### src/hw/spd_pkg.sv
// shared constants, types and register map of the serial packet delineator
package spd_pkg;
    // timing
    localparam int CLK_HZ = 25_000_000;
    localparam int TICK_US = 1;
    localparam int TICK_CYC = TICK_US * (CLK_HZ / 1_000_000);
    localparam int US_PER_MS = 1000;
    localparam logic [9:0] EOL_MIN_MS = 10'h001;
    localparam logic [18:0] RATE_MIN_US = 19'h003e8;
    localparam logic [18:0] RATE_MAX_US = 19'h7a120;
    localparam logic [15:0] BAUD_MIN_DIV = 16'h0010;
    // register byte offsets
    localparam logic [7:0] OFF_CFG = 8'h00;
    localparam logic [7:0] OFF_EOL = 8'h04;
    localparam logic [7:0] OFF_RATE = 8'h08;
    localparam logic [7:0] OFF_BAUD = 8'h0c;
    localparam logic [7:0] OFF_TEXT = 8'h10;
    localparam logic [7:0] OFF_TLEN = 8'h14;
    localparam logic [7:0] OFF_CMD = 8'h18;
    localparam logic [7:0] OFF_STAT = 8'h1c;
    localparam logic [7:0] OFF_ACT = 8'h20;
    // field positions
    localparam int CF_METHOD = 0;
    localparam int CF_DELIM = 2;
    localparam int CF_DBITS = 5;
    localparam int CF_PARITY = 7;
    localparam int CF_FLOW = 10;
    localparam int CF_STOP2 = 11;
    localparam int CMD_SAVE = 0;
    localparam int CMD_CANCEL = 1;
    localparam int ST_OVF = 0;
    localparam int ST_PERR = 1;
    localparam int ST_FERR = 2;
    localparam int ST_HELD = 3;
    localparam int ST_PKTCNT = 16;
    // delimiter codes
    localparam logic [7:0] CH_CR = 8'h0d;
    localparam logic [7:0] CH_ESC = 8'h1b;
    localparam logic [7:0] CH_LF = 8'h0a;
    localparam logic [7:0] CH_NUL = 8'h00;
    localparam logic [7:0] CH_SPC = 8'h20;
    localparam logic [7:0] CH_TAB = 8'h09;
    // buffering
    localparam int FIFO_DEPTH = 16;
    localparam int FIFO_W = 9;

    typedef enum logic [1:0] {METH_NONE, METH_CHAR, METH_GAP} spd_method_t;
    typedef enum logic [2:0] {DL_TEXT, DL_CR, DL_ESC, DL_LF, DL_NUL, DL_SPC, DL_TAB} spd_delim_t;
    typedef enum logic [2:0] {PAR_NONE, PAR_EVEN, PAR_ODD, PAR_ONE, PAR_ZERO} spd_parity_t;
    typedef enum logic [2:0] {RX_IDLE, RX_START, RX_DATA, RX_PAR, RX_STOP1, RX_STOP2} spd_rx_t;

    typedef struct packed {
        spd_method_t method;
        spd_delim_t delim;
        logic [1:0] dbits;
        spd_parity_t parity;
        logic flow;
        logic stop2;
        logic [9:0] eol_ms;
        logic [18:0] rate_us;
        logic [15:0] baud_div;
        logic [31:0] text;
        logic [2:0] text_len;
    } spd_cfg_t;

    localparam spd_cfg_t CFG_RST = '{
        method: METH_NONE, delim: DL_CR, dbits: 2'h3, parity: PAR_NONE,
        flow: 1'b0, stop2: 1'b0, eol_ms: 10'h00a, rate_us: 19'h02710,
        baud_div: 16'h00d9, text: 32'h0000000d, text_len: 3'h1};
endpackage : spd_pkg

### src/hw/spd_stream_if.sv
// valid/ready byte stream between the delineator and its buffer
`timescale 1ns/100ps
`default_nettype none
interface spd_stream_if #(parameter int W = 9);
    logic valid;
    logic ready;
    logic [W-1:0] data;
    modport source(output valid, output data, input ready);
    modport sink(input valid, input data, output ready);
endinterface : spd_stream_if
`default_nettype wire

### src/hw/spd_fifo.sv
// flip-flop fifo with valid/ready on both sides
`timescale 1ns/100ps
`default_nettype none
module spd_fifo #(
    parameter int W = 9,
    parameter int D = 16
) (
    // clock and reset
    input wire logic clk_i,
    input wire logic rst_i,
    // streams
    spd_stream_if.sink wr,
    spd_stream_if.source rd
);
    localparam int AW = $clog2(D);

    if (D < 2 || (D & (D - 1)) != 0) begin : g_chk
        $error("spd_fifo: depth must be a power of two, at least 2");
    end

    typedef struct packed {
        logic [D-1:0][W-1:0] mem;
        logic [AW-1:0] rp;
        logic [AW-1:0] wp;
        logic [AW:0] cnt;
    } spd_fifo_st_t;

    spd_fifo_st_t s;
    spd_fifo_st_t next_s;
    logic do_wr;
    logic do_rd;

    assign wr.ready = (s.cnt != (AW + 1)'(D));
    assign rd.valid = (s.cnt != '0);
    assign rd.data = s.mem[s.rp];

    always_comb begin
        next_s = s;
        do_wr = wr.valid & wr.ready;
        do_rd = rd.valid & rd.ready;
        if (do_wr) begin
            next_s.mem[s.wp] = wr.data;
            next_s.wp = s.wp + 1'b1;
        end
        if (do_rd) begin
            next_s.rp = s.rp + 1'b1;
        end
        if (do_wr && !do_rd) begin
            next_s.cnt = s.cnt + 1'b1;
        end else if (do_rd && !do_wr) begin
            next_s.cnt = s.cnt - 1'b1;
        end
    end

    always_ff @(posedge clk_i or posedge rst_i) begin
        if (rst_i) begin
            s <= '0;
        end else begin
            s <= next_s;
        end
    end
endmodule : spd_fifo
`default_nettype wire

### src/hw/spd_delineator.sv
// serial receiver that cuts characters into packets for the network side
`timescale 1ns/100ps
`default_nettype none
// What this block does
// - no method: packet spans gap to gap
// - fixed delimiters CR, ESC, LF, NUL, SPC, TAB
// - user text string may be the delimiter
// - time-gap mode closes after idle milliseconds
// - idle time has a lower limit
// - packet-rate idle gap closes the packet
// - packet rate in microseconds, 1000 to 500000
// - bit rate selectable, partner must match
// - 5 to 8 data bits, partner matches
// - parity none/even/odd/one/zero, partner matches
// - none or hardware handshake, partner matches
// - one or two stop bits, partner matches
// - edits apply only on save
// - cancel drops edits, active kept
module spd_delineator #(
    parameter int FIFO_DEPTH = spd_pkg::FIFO_DEPTH
) (
    // clock and reset
    input wire logic clk_i,
    input wire logic rst_i,
    // avalon-mm slave
    input wire logic [7:0] avs_address_i,
    input wire logic avs_read_i,
    input wire logic avs_write_i,
    input wire logic [31:0] avs_writedata_i,
    input wire logic [3:0] avs_byteenable_i,
    output logic [31:0] avs_readdata_o,
    output logic avs_waitrequest_o,
    // serial pins
    input wire logic rxd_i,
    output logic rts_n_o,
    // packet stream to the network side
    output logic [7:0] pkt_data_o,
    output logic pkt_last_o,
    output logic pkt_valid_o,
    input wire logic pkt_ready_i
);
    typedef struct packed {
        spd_pkg::spd_cfg_t pend;
        spd_pkg::spd_cfg_t act;
        logic ack;
        logic [31:0] rdata;
        logic rx_s1;
        logic rx_s2;
        spd_pkg::spd_rx_t rx_st;
        logic [15:0] div_cnt;
        logic [2:0] bit_cnt;
        logic [7:0] shreg;
        logic par_acc;
        logic [7:0] held;
        logic held_v;
        logic close_pend;
        logic [31:0] hist;
        logic [19:0] idle_us;
        logic [4:0] tick_cnt;
        logic ovf;
        logic perr;
        logic ferr;
        logic [15:0] pkt_cnt;
    } spd_state_t;

    spd_state_t s;
    spd_state_t next_s;
    logic tick;
    logic char_v;
    logic [7:0] char_b;
    logic [31:0] new_hist;
    logic gap_hit;
    logic exp_par;
    logic [7:0] a;
    logic [31:0] wd;
    logic [2:0] clr;

    spd_stream_if #(.W(spd_pkg::FIFO_W)) in_s();
    spd_stream_if #(.W(spd_pkg::FIFO_W)) out_s();

    spd_fifo #(.W(spd_pkg::FIFO_W), .D(FIFO_DEPTH)) u_fifo (
        .clk_i(clk_i),
        .rst_i(rst_i),
        .wr(in_s.sink),
        .rd(out_s.source)
    );

    function automatic logic [31:0] cfg_word(input spd_pkg::spd_cfg_t c);
        logic [31:0] w;
        w = '0;
        w[spd_pkg::CF_METHOD +: 2] = c.method;
        w[spd_pkg::CF_DELIM +: 3] = c.delim;
        w[spd_pkg::CF_DBITS +: 2] = c.dbits;
        w[spd_pkg::CF_PARITY +: 3] = c.parity;
        w[spd_pkg::CF_FLOW] = c.flow;
        w[spd_pkg::CF_STOP2] = c.stop2;
        return w;
    endfunction : cfg_word

    function automatic logic [31:0] be_merge(input logic [31:0] old, input logic [31:0] nw,
                                             input logic [3:0] be);
        logic [31:0] r;
        r = old;
        for (int i = 0; i < 4; i++) begin
            if (be[i]) begin
                r[8*i +: 8] = nw[8*i +: 8];
            end
        end
        return r;
    endfunction : be_merge

    // limits applied as the edits become active
    function automatic spd_pkg::spd_cfg_t clamp(input spd_pkg::spd_cfg_t c);
        spd_pkg::spd_cfg_t r;
        r = c;
        if (c.eol_ms < spd_pkg::EOL_MIN_MS) r.eol_ms = spd_pkg::EOL_MIN_MS;
        if (c.rate_us < spd_pkg::RATE_MIN_US) r.rate_us = spd_pkg::RATE_MIN_US;
        if (c.rate_us > spd_pkg::RATE_MAX_US) r.rate_us = spd_pkg::RATE_MAX_US;
        if (c.baud_div < spd_pkg::BAUD_MIN_DIV) r.baud_div = spd_pkg::BAUD_MIN_DIV;
        if (c.text_len > 3'h4) r.text_len = 3'h4;
        return r;
    endfunction : clamp

    function automatic logic [7:0] delim_code(input spd_pkg::spd_delim_t d);
        case (d)
            spd_pkg::DL_CR: return spd_pkg::CH_CR;
            spd_pkg::DL_ESC: return spd_pkg::CH_ESC;
            spd_pkg::DL_LF: return spd_pkg::CH_LF;
            spd_pkg::DL_SPC: return spd_pkg::CH_SPC;
            spd_pkg::DL_TAB: return spd_pkg::CH_TAB;
            default: return spd_pkg::CH_NUL;
        endcase
    endfunction : delim_code

    // text byte 0 is the final character of the sequence
    function automatic logic text_hit(input logic [31:0] h, input logic [31:0] t,
                                      input logic [2:0] len);
        logic hit;
        hit = (len != 3'h0);
        for (int i = 0; i < 4; i++) begin
            if (3'(i) < len && h[8*i +: 8] != t[8*i +: 8]) begin
                hit = 1'b0;
            end
        end
        return hit;
    endfunction : text_hit

    assign avs_waitrequest_o = (avs_read_i | avs_write_i) & ~s.ack;
    assign avs_readdata_o = s.rdata;
    // handshake asks the partner to pause once the buffer is full
    assign rts_n_o = s.act.flow & ~in_s.ready;
    assign pkt_valid_o = out_s.valid;
    assign pkt_data_o = out_s.data[7:0];
    assign pkt_last_o = out_s.data[8];
    assign out_s.ready = pkt_ready_i;

    always_comb begin
        next_s = s;
        tick = 1'b0;
        char_v = 1'b0;
        in_s.valid = 1'b0;
        in_s.data = '0;
        a = {avs_address_i[7:2], 2'b00};
        wd = avs_writedata_i;
        clr = '0;
        exp_par = 1'b0;
        // pin synchroniser
        next_s.rx_s1 = rxd_i;
        next_s.rx_s2 = s.rx_s1;

        // bus: one wait cycle, then the access completes
        next_s.ack = (avs_read_i | avs_write_i) & ~s.ack;
        if (avs_read_i && !s.ack) begin
            if (a == spd_pkg::OFF_CFG) begin
                next_s.rdata = cfg_word(s.pend);
            end else if (a == spd_pkg::OFF_EOL) begin
                next_s.rdata = 32'(s.pend.eol_ms);
            end else if (a == spd_pkg::OFF_RATE) begin
                next_s.rdata = 32'(s.pend.rate_us);
            end else if (a == spd_pkg::OFF_BAUD) begin
                next_s.rdata = 32'(s.pend.baud_div);
            end else if (a == spd_pkg::OFF_TEXT) begin
                next_s.rdata = s.pend.text;
            end else if (a == spd_pkg::OFF_TLEN) begin
                next_s.rdata = 32'(s.pend.text_len);
            end else if (a == spd_pkg::OFF_STAT) begin
                next_s.rdata = '0;
                next_s.rdata[spd_pkg::ST_OVF] = s.ovf;
                next_s.rdata[spd_pkg::ST_PERR] = s.perr;
                next_s.rdata[spd_pkg::ST_FERR] = s.ferr;
                next_s.rdata[spd_pkg::ST_HELD] = s.held_v;
                next_s.rdata[spd_pkg::ST_PKTCNT +: 16] = s.pkt_cnt;
            end else if (a == spd_pkg::OFF_ACT) begin
                next_s.rdata = cfg_word(s.act);
            end else begin
                next_s.rdata = '0;
            end
        end
        if (avs_write_i && s.ack) begin
            if (a == spd_pkg::OFF_CFG) begin
                wd = be_merge(cfg_word(s.pend), avs_writedata_i, avs_byteenable_i);
                next_s.pend.method = spd_pkg::spd_method_t'(wd[spd_pkg::CF_METHOD +: 2]);
                next_s.pend.delim = spd_pkg::spd_delim_t'(wd[spd_pkg::CF_DELIM +: 3]);
                next_s.pend.dbits = wd[spd_pkg::CF_DBITS +: 2];
                next_s.pend.parity = spd_pkg::spd_parity_t'(wd[spd_pkg::CF_PARITY +: 3]);
                next_s.pend.flow = wd[spd_pkg::CF_FLOW];
                next_s.pend.stop2 = wd[spd_pkg::CF_STOP2];
            end else if (a == spd_pkg::OFF_EOL) begin
                wd = be_merge(32'(s.pend.eol_ms), avs_writedata_i, avs_byteenable_i);
                next_s.pend.eol_ms = wd[9:0];
            end else if (a == spd_pkg::OFF_RATE) begin
                wd = be_merge(32'(s.pend.rate_us), avs_writedata_i, avs_byteenable_i);
                next_s.pend.rate_us = wd[18:0];
            end else if (a == spd_pkg::OFF_BAUD) begin
                wd = be_merge(32'(s.pend.baud_div), avs_writedata_i, avs_byteenable_i);
                next_s.pend.baud_div = wd[15:0];
            end else if (a == spd_pkg::OFF_TEXT) begin
                next_s.pend.text = be_merge(s.pend.text, avs_writedata_i, avs_byteenable_i);
            end else if (a == spd_pkg::OFF_TLEN) begin
                if (avs_byteenable_i[0]) next_s.pend.text_len = avs_writedata_i[2:0];
            end else if (a == spd_pkg::OFF_CMD) begin
                if (avs_byteenable_i[0] && avs_writedata_i[spd_pkg::CMD_SAVE]) begin
                    next_s.act = clamp(s.pend);
                end else if (avs_byteenable_i[0] && avs_writedata_i[spd_pkg::CMD_CANCEL]) begin
                    next_s.pend = s.act;
                end
            end else if (a == spd_pkg::OFF_STAT) begin
                clr = avs_writedata_i[2:0] & {3{avs_byteenable_i[0]}};
            end
        end
        // clears first; later sets in this process win
        if (clr[spd_pkg::ST_OVF]) next_s.ovf = 1'b0;
        if (clr[spd_pkg::ST_PERR]) next_s.perr = 1'b0;
        if (clr[spd_pkg::ST_FERR]) next_s.ferr = 1'b0;

        // microsecond tick and saturating idle time
        if (s.tick_cnt == 5'(spd_pkg::TICK_CYC - 1)) begin
            tick = 1'b1;
            next_s.tick_cnt = '0;
        end else begin
            next_s.tick_cnt = s.tick_cnt + 1'b1;
        end
        if (tick && s.idle_us != '1) next_s.idle_us = s.idle_us + 1'b1;

        // receiver, sampling at bit centres
        case (s.act.parity)
            spd_pkg::PAR_EVEN: exp_par = s.par_acc;
            spd_pkg::PAR_ODD: exp_par = ~s.par_acc;
            spd_pkg::PAR_ONE: exp_par = 1'b1;
            default: exp_par = 1'b0;
        endcase
        if (s.rx_st != spd_pkg::RX_IDLE && s.div_cnt != '0) begin
            next_s.div_cnt = s.div_cnt - 1'b1;
        end else begin
            next_s.div_cnt = s.act.baud_div - 1'b1;
            case (s.rx_st)
                spd_pkg::RX_IDLE: begin
                    next_s.div_cnt = {1'b0, s.act.baud_div[15:1]};
                    if (!s.rx_s2) next_s.rx_st = spd_pkg::RX_START;
                end
                spd_pkg::RX_START: begin
                    next_s.bit_cnt = '0;
                    next_s.par_acc = 1'b0;
                    next_s.rx_st = s.rx_s2 ? spd_pkg::RX_IDLE : spd_pkg::RX_DATA;
                end
                spd_pkg::RX_DATA: begin
                    next_s.shreg = {s.rx_s2, s.shreg[7:1]};
                    next_s.par_acc = s.par_acc ^ s.rx_s2;
                    next_s.bit_cnt = s.bit_cnt + 1'b1;
                    if (s.bit_cnt == {1'b0, s.act.dbits} + 3'h4) begin
                        next_s.rx_st = (s.act.parity == spd_pkg::PAR_NONE) ?
                                       spd_pkg::RX_STOP1 : spd_pkg::RX_PAR;
                    end
                end
                spd_pkg::RX_PAR: begin
                    if (s.rx_s2 != exp_par) next_s.perr = 1'b1;
                    next_s.rx_st = spd_pkg::RX_STOP1;
                end
                spd_pkg::RX_STOP1: begin
                    if (!s.rx_s2) next_s.ferr = 1'b1;
                    if (s.act.stop2 && s.rx_s2) begin
                        next_s.rx_st = spd_pkg::RX_STOP2;
                    end else begin
                        char_v = 1'b1;
                        next_s.rx_st = spd_pkg::RX_IDLE;
                    end
                end
                default: begin
                    if (!s.rx_s2) next_s.ferr = 1'b1;
                    char_v = 1'b1;
                    next_s.rx_st = spd_pkg::RX_IDLE;
                end
            endcase
        end
        char_b = s.shreg >> (2'h3 - s.act.dbits);
        new_hist = {s.hist[23:0], char_b};

        // one character is held back so the closing byte can carry last
        gap_hit = (s.idle_us >= 20'(s.act.rate_us)) ||
                  (s.act.method == spd_pkg::METH_GAP &&
                   s.idle_us >= 20'(s.act.eol_ms * spd_pkg::US_PER_MS));
        if (s.close_pend) begin
            in_s.valid = 1'b1;
            in_s.data = {1'b1, s.held};
            next_s.held_v = 1'b0;
            next_s.close_pend = 1'b0;
        end else if (char_v) begin
            in_s.valid = s.held_v;
            in_s.data = {1'b0, s.held};
            next_s.held = char_b;
            next_s.held_v = 1'b1;
            next_s.idle_us = '0;
            next_s.hist = new_hist;
            if (s.act.method == spd_pkg::METH_CHAR) begin
                if (s.act.delim == spd_pkg::DL_TEXT) begin
                    next_s.close_pend = text_hit(new_hist, s.act.text, s.act.text_len);
                end else begin
                    next_s.close_pend = (char_b == delim_code(s.act.delim));
                end
            end
        end else if (s.held_v && gap_hit) begin
            // with no method the gap alone bounds the frame
            in_s.valid = 1'b1;
            in_s.data = {1'b1, s.held};
            next_s.held_v = 1'b0;
        end
        if (in_s.valid && in_s.data[8]) begin
            next_s.hist = '0;
            next_s.pkt_cnt = s.pkt_cnt + 1'b1;
        end
        // a full buffer drops the byte rather than stall the line
        if (in_s.valid && !in_s.ready) next_s.ovf = 1'b1;
    end

    always_ff @(posedge clk_i or posedge rst_i) begin
        if (rst_i) begin
            s <= '0;
            s.pend <= spd_pkg::CFG_RST;
            s.act <= spd_pkg::CFG_RST;
            s.rx_s1 <= 1'b1;
            s.rx_s2 <= 1'b1;
        end else begin
            s <= next_s;
        end
    end
endmodule : spd_delineator
`default_nettype wire

### config.mk
export PLATFORM = sky130hd
export DESIGN_NAME = spd_delineator
export DESIGN_NICKNAME = d
export VERILOG_FILES = /design/src/hw/spd_pkg.sv /design/src/hw/spd_stream_if.sv /design/src/hw/spd_fifo.sv /design/src/hw/spd_delineator.sv
export SDC_FILE = /design/constraint.sdc
export NUM_CORES = 1
export LEC_CHECK = 0
export ABC_AREA = 1
export BUFFER_PORTS_ARGS = -buffer_cell sky130_fd_sc_hd__buf_2
export CAP_MARGIN = 20
export CORE_UTILIZATION = 63
export DETAILED_ROUTE_END_ITERATION = 16
export PLACE_DENSITY = 0.81
export SYNTH_ARGS = -nofsm -noshare
export SYNTH_HDL_FRONTEND = slang
export SYNTH_SLANG_ARGS = --single-unit
### constraint.sdc
create_clock -name clk_i -period 16.98 [get_ports clk_i]
set_clock_uncertainty 0.15 [all_clocks]
set_input_delay 1.698 -clock clk_i [delete_from_list [all_inputs] [get_ports clk_i]]
set_output_delay 1.698 -clock clk_i [all_outputs]
set_load 0.05 [all_outputs]
==> Word level (Yosys, flattened, before mapping) <==
Cells that the tools add are included.
{ "totals": {"ff_bits": 485, "in_bits": 50, "word_cells": 360} }
{ "op_classes": {"addsub": 12, "multipliers": 1, "n_lt_le_gt_ge": 14, "n_eq_ne": 80, "shift": 1, "n_mux": 107, "bitwise_logic": 18, "reduce_logical": 59} }
{ "ops": {"columns": ["op", "n"], "rows": [
  ["2-to-1 mux 89 bit", 7],
  ["2-to-1 mux 92 bit", 3],
  ["2-to-1 mux 32 bit", 8],
  ["2-to-1 mux 184 bit", 1],
  ["bitwise mux 144 bit", 1],
  ["AND reduction 10 bit", 14],
  ["2-to-1 mux 16 bit", 4],
  ["2-to-1 mux 8 bit", 8],
  ["2-to-1 mux 19 bit", 3],
  ["2-to-1 mux 57 bit", 1],
  ["inequality test 2 bit, second input constant", 27],
  ["2-to-1 mux 53 bit", 1],
  ["2-to-1 mux 3 bit", 17],
  ["2-to-1 mux 9 bit", 5],
  ["2-to-1 mux 44 bit", 1],
  ["2-to-1 mux 41 bit", 1],
  ["binary-select mux 9 bit (select 4 bit)", 1],
  ["demux 9 bit (select 4 bit)", 1],
  ["2-to-1 mux 12 bit", 3],
  ["inequality test 8 bit", 4],
  ["subtractor 16 x 1 -> 16 bit, second input constant", 2],
  ["case mux 6 bit (5 select lines)", 1],
  ["== test 6 x 3 -> 1 bit, second input constant", 4],
  ["2-to-1 mux 24 bit", 1],
  ["other kinds (74)", 173]
]} }

==> Logic depth before layout (Yosys ltp) <==
Gate-level depths: netlist (run 1).
{ "logic_depth": {"word_depth": 17, "mapped_depth": 39} }

==> Cells and area by module <==
Synthesis (run 1) repeated with hierarchy kept, for this count alone.
{ "hier_totals": {"cells_unflattened": 3725, "area_unflattened_um2": 28795.1} }
{ "modules_own_cells": {"columns": ["module", "instances", "cells_each", "area_each_um2"], "rows": [
  ["spd_delineator", 1, 2542, 19964.1],
  ["spd_fifo", 1, 1183, 8831.0]
]} }

==> Least setup slack after synthesis (run 1) <==
No wires, ideal clock.
{ "synth_timing": {"path_kind": "register to register", "startpoint": "reg s[225] in the netlist's numbering", "endpoint": "reg u_fifo.s[4] in the netlist's numbering", "setup_time_ns": 0.125, "arrival_ns": 6.789, "slack_ns": 9.916, "path_stages_with_launch": 40, "period_less_slack_ns": 7.064, "path_cell_list": "dfstp_2 > inv_1 > fa_1 > fa_1 > inv_1 > fa_1 > inv_1 > fa_1 > inv_1 > ha_1 > nand2_1 > nor3_1 > a21oi_1 > o21ai_0 > nand3_1 > o21ai_0 > xor2_1 > ha_1 > [... 4 more ...] > nor2_1 > nand2_1 > nand2_1 > nand2_1 > nand2_2 > nand2_8 > nand3_4 > buf_12 > inv_2 > ha_1 > inv_1 > fa_1 > a21o_1 > a21oi_1 > nand2_1 > nand2_1 > nor2_1 > xor2_1"} }
{ "synth_between": {"elab_chain_cells": 12, "word_cells_on_any_way": 14, "classes_between": "mul: 1; order compare: 1; mux: 4; bitwise: 1; reduce/logical: 7"} }
{ "synth_lines": {"columns": ["item", "line", "source"], "rows": [
  ["start, declared", "spd_delineator.sv:66", "spd_state_t s;"],
  ["start signal, assigned", "spd_delineator.sv:343", "s <= next_s;"],
  ["multiplier 10 x 7 -> 17 bit *", "spd_delineator.sv:301", "s.idle_us >= 20'(s.act.eol_ms * spd_pkg::US_PER_MS));"],
  ["greater-or-equal comparator 20 bit *", "spd_delineator.sv:301", null],
  ["logical AND 1 bit *", "spd_delineator.sv:300", "(s.act.method == spd_pkg::METH_GAP &&"],
  ["logical OR 1 bit *", "spd_delineator.sv:299", "gap_hit = (s.idle_us >= 20'(s.act.rate_us)) ||"],
  ["logical AND 1 bit *", "spd_delineator.sv:321", "end else if (s.held_v && gap_hit) begin"],
  ["2-to-1 mux 1 bit *", "spd_delineator.sv:321", null],
  ["2-to-1 mux 1 bit *", "spd_delineator.sv:307", "end else if (char_v) begin"],
  ["2-to-1 mux 1 bit *", "spd_delineator.sv:302", "if (s.close_pend) begin"],
  ["bitwise AND 1 bit *", "spd_fifo.sv:39", "do_wr = wr.valid & wr.ready;"],
  ["named net u_fifo.do_wr", "spd_fifo.sv:30", "logic do_wr;"],
  ["zero test 1 bit", "spd_fifo.sv:50", "end else if (do_rd && !do_wr) begin"],
  ["logical AND 1 bit", "spd_fifo.sv:50", null],
  ["nonzero test 2 bit (no source line)", null, null],
  ["end signal, assigned", "spd_fifo.sv:59", "s <= next_s;"],
  ["end, declared", "spd_fifo.sv:28", "spd_fifo_st_t s;"]
]} }
Mark *: on every way through the listed nets, which the timed path passes. The rest lies on a longest branch.
A chain may end at the register's enable or synchronous reset.

==> Final worst setup path (run 1) <==
Ends and elaborated chain as after synthesis.

==> results of run 1 <==
stage by stage:
step / worst slack, ns / instance area, um2
2_1_floorplan: 1.66 / 27400
3_3_place_gp: 8.19 / 28000
3_5_place_dp: 8.05 / 28000
4_1_cts: 7.98 / 29700
5_1_grt: 7.31 / 29700
6_report: 7.90 / 29700
flip-flops by register name, summed over array words and instances (netlist names):
| signal | flops |
|---|---|
| new_hist | 24 |
| s | 271 |
| next_s | 1 |
| avs_readdata_o | 32 |
| u_fifo.s | 157 |
logic make-up (layout without fill, tap and decap cells):
family	Yosys count	after routing	share of synthesized area (%)
muxes	49	49	1.81
adders and majority gates	124	124	6.51
xor gates and xnor gates	86	86	2.75
DFF	485	485	44.5
and+or+nand+nor	1422	1422	22.7
AOI/OAI and AO/OA	616	616	13.6
other	0	1	0
buffers and inverters	538	596	8.19
path summary, 6_finish.rpt:
| check | from | depth (start not counted) | slack [ns] | end |
|---|---|---|---|---|
| max in group asynchronous | rst_i | 4 | 13.03 | u_fifo.s[9]$_DFFE_PP0P_ |
| worst max-delay path | s[225]$_DFFE_PP1P_ | 38 | 7.90 | u_fifo.s[4]$_DFFE_PP0P_ |
| min in group asynchronous | rst_i | 2 | 1.09 | s[113]$_DFF_PP0_ |
| worst max register to register | s[225]$_DFFE_PP1P_ | 38 | 7.90 | u_fifo.s[4]$_DFFE_PP0P_ |
| worst min-delay path | next_s[117]$_DFF_PP1_ | 0 | 0.21 | s[117]$_DFF_PP1_ |
| worst min register to register | next_s[117]$_DFF_PP1_ | 0 | 0.21 | s[117]$_DFF_PP1_ |
power by group through the flow:
stage / clock, mW / sequential, mW / combinational (mW)
floorplan: 0 / 1.26 / 0.403
global placement: 0 / 1.27 / 0.491
detailed placement: 0 / 1.28 / 0.509
CTS: 1.13 / 1.26 / 0.515
global route: 1.17 / 1.26 / 0.588
finish: 1.13 / 1.26 / 0.521
synthesized netlist by cell type (35+ instances only):
library cell  number  area (um2)
dfstp_2           40        1050
o22ai_1           39         244
a22oi_1           35         263
ha_1              93        1160
o221ai_1          37         324
buf_4             40         300
dfrtp_1          445       11100
nand2_1          927        3480
nor2_1           263         987
mux2i_1           44         440
a21oi_1          113         566
xor2_1            69         604
nand3_1           74         370
inv_1            369        1390
nor3_1            40         200
nand4_1           36         225
clkbuf_1          75         282
o21ai_0          265        1330
worst max-delay path: cells and delay by family, from the launching register on:
kind / cells / cell delay [ns]
xor+xnor: 2 / 0.32
compound gates: 7 / 1.34
buf+inv: 7 / 1.36
fa+ha+maj: 8 / 3.26
flops: 1 / 0.57
simple gates: 14 / 1.88
cell type report:
type | count | area (um2)
fillers | 3370 | 13300
multi-input cells | 2297 | 13000
flip-flops and latches | 485 | 12200
clock buffers | 73 | 1470
inverters | 387 | 1460
well taps | 585 | 732
repair buffers | 118 | 691
clock inverters | 18 | 183
diodes | 1 | 2.50
layer usage:
| metal | vias up | share of wire (%) | wire (um) | GRT usage, % |
|---|---|---|---|---|
| li1 | 10880 | - | - | - |
| met1 | 11495 | 40 | 31700 | 48.9 |
| met2 | 1247 | 45 | 34900 | 54.4 |
| met3 | 230 | 11 | 8210 | 8.40 |
| met4 | 4 | 4.3 | 3390 | 15.3 |
| met5 | - | 0.033 | 26 | 0 |
==> impl_metrics.json, run 1 <==
{
  "status": "finished, final reports clean",
  "path_max_fanout": 36,
  "critPathLaunchType": "flop",
  "crit_top_cell": "nand2_1",
  "cts_tree": "built",
  "cp_data_arrival_time_ns": 9.41,
  "comb_power_share_pct": 17.9,
  "synth_top_flop_cell": "dfrtp_1",
  "grt_max_degree": 126,
  "async_flop_share_pct": 100,
  "period_minus_slack_ns": 9.08,
  "power_density_nw_per_um2": 97.8,
  "clockBufferDepth": 3,
  "postLayoutCoreUtil_pct": 69.2,
  "hold_viol": 0,
  "yosysSeqAreaShare_pct": 44.5,
  "ant_nets": 0,
  "grt_pass1_vias": 22912,
  "clock_latency_ns": 0.60,
  "nets": 3513,
  "finalPower_mw": 2.91,
  "max_stage_delay_ns": 0.71,
  "drc": 0,
  "layout_common_cells": "nand2_1, dfrtp_1, inv_1, o21ai_0, nor2_1",
  "start_util_pct": 63.8,
  "first_pass_iters": 6,
  "path_clk_slew_ns": 0.07,
  "grt-ovfl-total": 0,
  "mappedNetlistArea_um2": 27400,
  "tns_ns": 0,
  "slew_viol_final": 0,
  "synth_seq_cells": 485,
  "criticalPathCategory": "reg2reg",
  "relSlewSlack_pct": 21.9,
  "endpoint_kind": "flop",
  "p_int_mw": 2.04,
  "syn_nets": 3494,
  "antenna_found_initial": 3,
  "via_per_inst": 6.02,
  "cts_buffers": 50,
  "area_delta_synth_final_pct": 8.44,
  "setup_violations": 0,
  "p_leak_nw": 15.2,
  "drt_iter0_drc": 2670,
  "core_um2": 43000,
  "final_cell_count_no_fill": 3964,
  "max-cap-violations": 0,
  "numPortBuffers": 91,
  "wl_per_cell_um": 19.7,
  "cts_sinks": 485,
  "ys_warn_count": 0,
  "final_common_cell": "nand2_1",
  "io_pins": 94,
  "p_sw_mw": 0.864,
  "die_x_um": 211,
  "syn-mean-instance-area_um2": 8.26,
  "clock.fmax_mhz": 110,
  "p_seq_share_pct": 43.4,
  "whs_ns": 0.209,
  "postSynthCellCount": 3320,
  "dpl.cell_count": 3869,
  "rsz0062_at_grt": "no",
  "synth_edf_count": 0,
  "cts_max_level": 2,
  "cts_hold_buf": 0,
  "die_area_um2": 44300,
  "crit_required_ns": 17.31,
  "die_height_um": 211,
  "dpl.hpwl_um": 55000,
  "worst_slew_pin_slew_ns": 1.17,
  "grt_pass1_wl_um": 124000,
  "holdCritPathClass": "reg2reg",
  "grt_use_total_pct": 35.7,
  "routed_wl_um": 78200,
  "switching_share_pct": 29.7,
  "row_count": 76,
  "ys_types": 66,
  "cts-resized-gates": 0,
  "cts_setup_buffers": 0,
  "gp_congestion": 1.02,
  "p_clk_share_pct": 38.7,
  "critical_path.slowest_cell": "buf_4",
  "vdd_drop_max_mv": 0.0889,
  "cts-root-buf": "clkbuf_16",
  "routed-via-count": 23856,
  "drive_gt1_share_pct": 10.0,
  "post-route-period-util_pct": 53.5
}
Power figures use the tool's default switching activity.
==> inputs of run 2 (changes only) <==
--- a/config.mk
+++ b/config.mk
@@ -8,9 +8,9 @@
 export ABC_AREA = 1
 export BUFFER_PORTS_ARGS = -buffer_cell sky130_fd_sc_hd__buf_2
 export CAP_MARGIN = 20
-export CORE_UTILIZATION = 63
+export CORE_UTILIZATION = 57
 export DETAILED_ROUTE_END_ITERATION = 16
-export PLACE_DENSITY = 0.81
+export PLACE_DENSITY = 0.77
 export SYNTH_ARGS = -nofsm -noshare
 export SYNTH_HDL_FRONTEND = slang
 export SYNTH_SLANG_ARGS = --single-unit
==> constraint.sdc (replaced) <==
create_clock -name clk_i -period 7.42 [get_ports clk_i]
set_clock_uncertainty 0.15 [all_clocks]
set_input_delay 0.742 -clock clk_i [delete_from_list [all_inputs] [get_ports clk_i]]
set_output_delay 0.742 -clock clk_i [all_outputs]
set_load 0.05 [all_outputs]
==> run 2 against run 1 <==
Net effect:
- highest routed layer unchanged
- global-route usage fell by 3.3 points
- non-clock buffer count rose by 14
- critical path type unchanged
- flip-flop and latch count did not move
- design area rose by 1.3%
==> impl_metrics.json, run 2 (same netlist as run 1, synthesis figures left out) <==
{
  "status": "finished, final reports clean",
  "via_per_inst": 5.95,
  "die_area_um2": 49000,
  "final_common_cell": "nand2_1",
  "crit_required_ns": 7.77,
  "core_um2": 47000,
  "critPathBufInv": 6,
  "dpl.hpwl_um": 55200,
  "critical_path.slowest_cell": "dfstp_2",
  "path_clk_slew_ns": 0.06,
  "post-route-period-util_pct": 95.2,
  "start_util_pct": 58.4,
  "whs_ns": 0.0970,
  "cp.depth": 36,
  "tns_ns": 0,
  "drt_iter0_drc": 2419,
  "final_cell_count_no_fill": 4004,
  "nets": 3528,
  "grt-ovfl-total": 0,
  "slew_viol_final": 0,
  "grt_pass1_wl_um": 126000,
  "cts_hold_buf": 0,
  "cts-root-buf": "clkbuf_16",
  "layout_common_cells": "nand2_1, dfrtp_1, inv_1, o21ai_0, nor2_1",
  "clock.fmax_mhz": 142,
  "ant_nets": 0,
  "min_path_cells": 1,
  "max-cap-violations": 0,
  "routed_wl_um": 78500,
  "grt_pass1_vias": 23433,
  "cts_tree": "built",
  "vdd_drop_max_mv": 0.254,
  "cts_buffers": 51,
  "holdCritPathClass": "in2reg",
  "area_delta_synth_final_pct": 9.83,
  "ff2ff_path_depth": 36,
  "row_count": 79,
  "crit_family": "adder cells",
  "criticalPathCategory": "reg2reg",
  "cts_sinks": 485,
  "drive_gt1_share_pct": 11.1,
  "clock_latency_ns": 0.61,
  "crit_top_cell": "nand2_1",
  "p_leak_nw": 15.4,
  "gp_congestion": 0.961,
  "grt_max_degree": 155,
  "first_pass_iters": 6,
  "worst_slew_pin_slew_ns": 1.14,
  "post_dp_cell_area_um2": 28200,
  "final_cell_area_um2": 30100,
  "hold_viol": 0,
  "largest_register_ffs": 271,
  "cts_max_level": 2,
  "power_density_nw_per_um2": 233,
  "die_height_um": 221,
  "regMostFlops": "s",
  "period_minus_slack_ns": 7.07,
  "cp_data_arrival_time_ns": 7.41,
  "endpoint_kind": "flop",
  "antenna_found_initial": 1,
  "path_max_fanout": 5,
  "critPathLaunchType": "flop",
  "io_pins": 94,
  "routed-via-count": 23834,
  "dpl.cell_count": 3903,
  "max_stage_delay_ns": 0.54,
  "wl_per_cell_um": 19.6,
  "die_x_um": 221,
  "grt_use_total_pct": 32.4,
  "setup_violations": 0,
  "postLayoutCoreUtil_pct": 64.1,
  "numPortBuffers": 91,
  "relSlewSlack_pct": 24.1,
  "clockBufferDepth": 3,
  "drc": 0
}
[run 2: per-layer routing]
metal	global-route usage (%)	vias up	share of wire, %
li1	-	10925	-
met5	0	-	0.017
met2	50.8	1074	46
met1	43.1	11573	40
met3	6.51	260	8.8
met4	15.7	2	4.9
[run 2: worst paths after layout]
kind                                        from                       to  slack (ns)
max                           s[225]$_DFFE_PP1P_  u_fifo.s[4]$_DFFE_PP0P_        0.35
min                                        rxd_i    next_s[117]$_DFF_PP1_         0.1
max reg2reg                   s[225]$_DFFE_PP1P_  u_fifo.s[4]$_DFFE_PP0P_        0.35
min reg2reg                next_s[117]$_DFF_PP1_         s[117]$_DFF_PP1_        0.21
max in group asynchronous                  rst_i          s[33]$_DFF_PP0_        5.34
min in group asynchronous                  rst_i         s[107]$_DFF_PP0_        0.24
[run 2: layout make-up]
type | count | area, um2
clock inverters | 30 | 428
repair buffers | 132 | 801
multi-input cells | 2297 | 13000
inverters | 387 | 1460
well taps | 607 | 759
clock buffers | 65 | 1430
flip-flops and latches | 485 | 12200
fillers | 3808 | 16800
diodes | 1 | 2.50
[run 2: per-stage QoR]
step	total power, mW	worst slack, ns
5_1_grt	7.31	-0.117
2_1_floorplan	3.81	-0.0140
6_report	7.02	0.354
3_3_place_gp	4.07	0.102
3_5_place_dp	4.13	-0.0260
4_1_cts	6.94	0.0153
[run 2: worst register-to-register path: cells and delay by family, from the launching register on]
family | cells | cell delay [ns]
buffers and inverters | 6 | 0.38
adder cells (fa/ha/maj) | 8 | 3.23
flip-flops | 1 | 0.54
AO/OA/AOI/OAI | 7 | 1.01
XOR/XNOR | 2 | 0.28
AND/OR/NAND/NOR | 13 | 1.36
[run 2: repair_timing]
item	4_1_cts	5_1_grt
endpoints found under the setup margin	1	43
setup buffers	0	2
gates resized for setup	1	16
pin swaps	0	1
[run 2: power by group]
part	switching (mW)	internal, mW
registers	0.110	2.77
logic	0.833	0.473
clock network	1.12	1.71
total	2.06	4.96
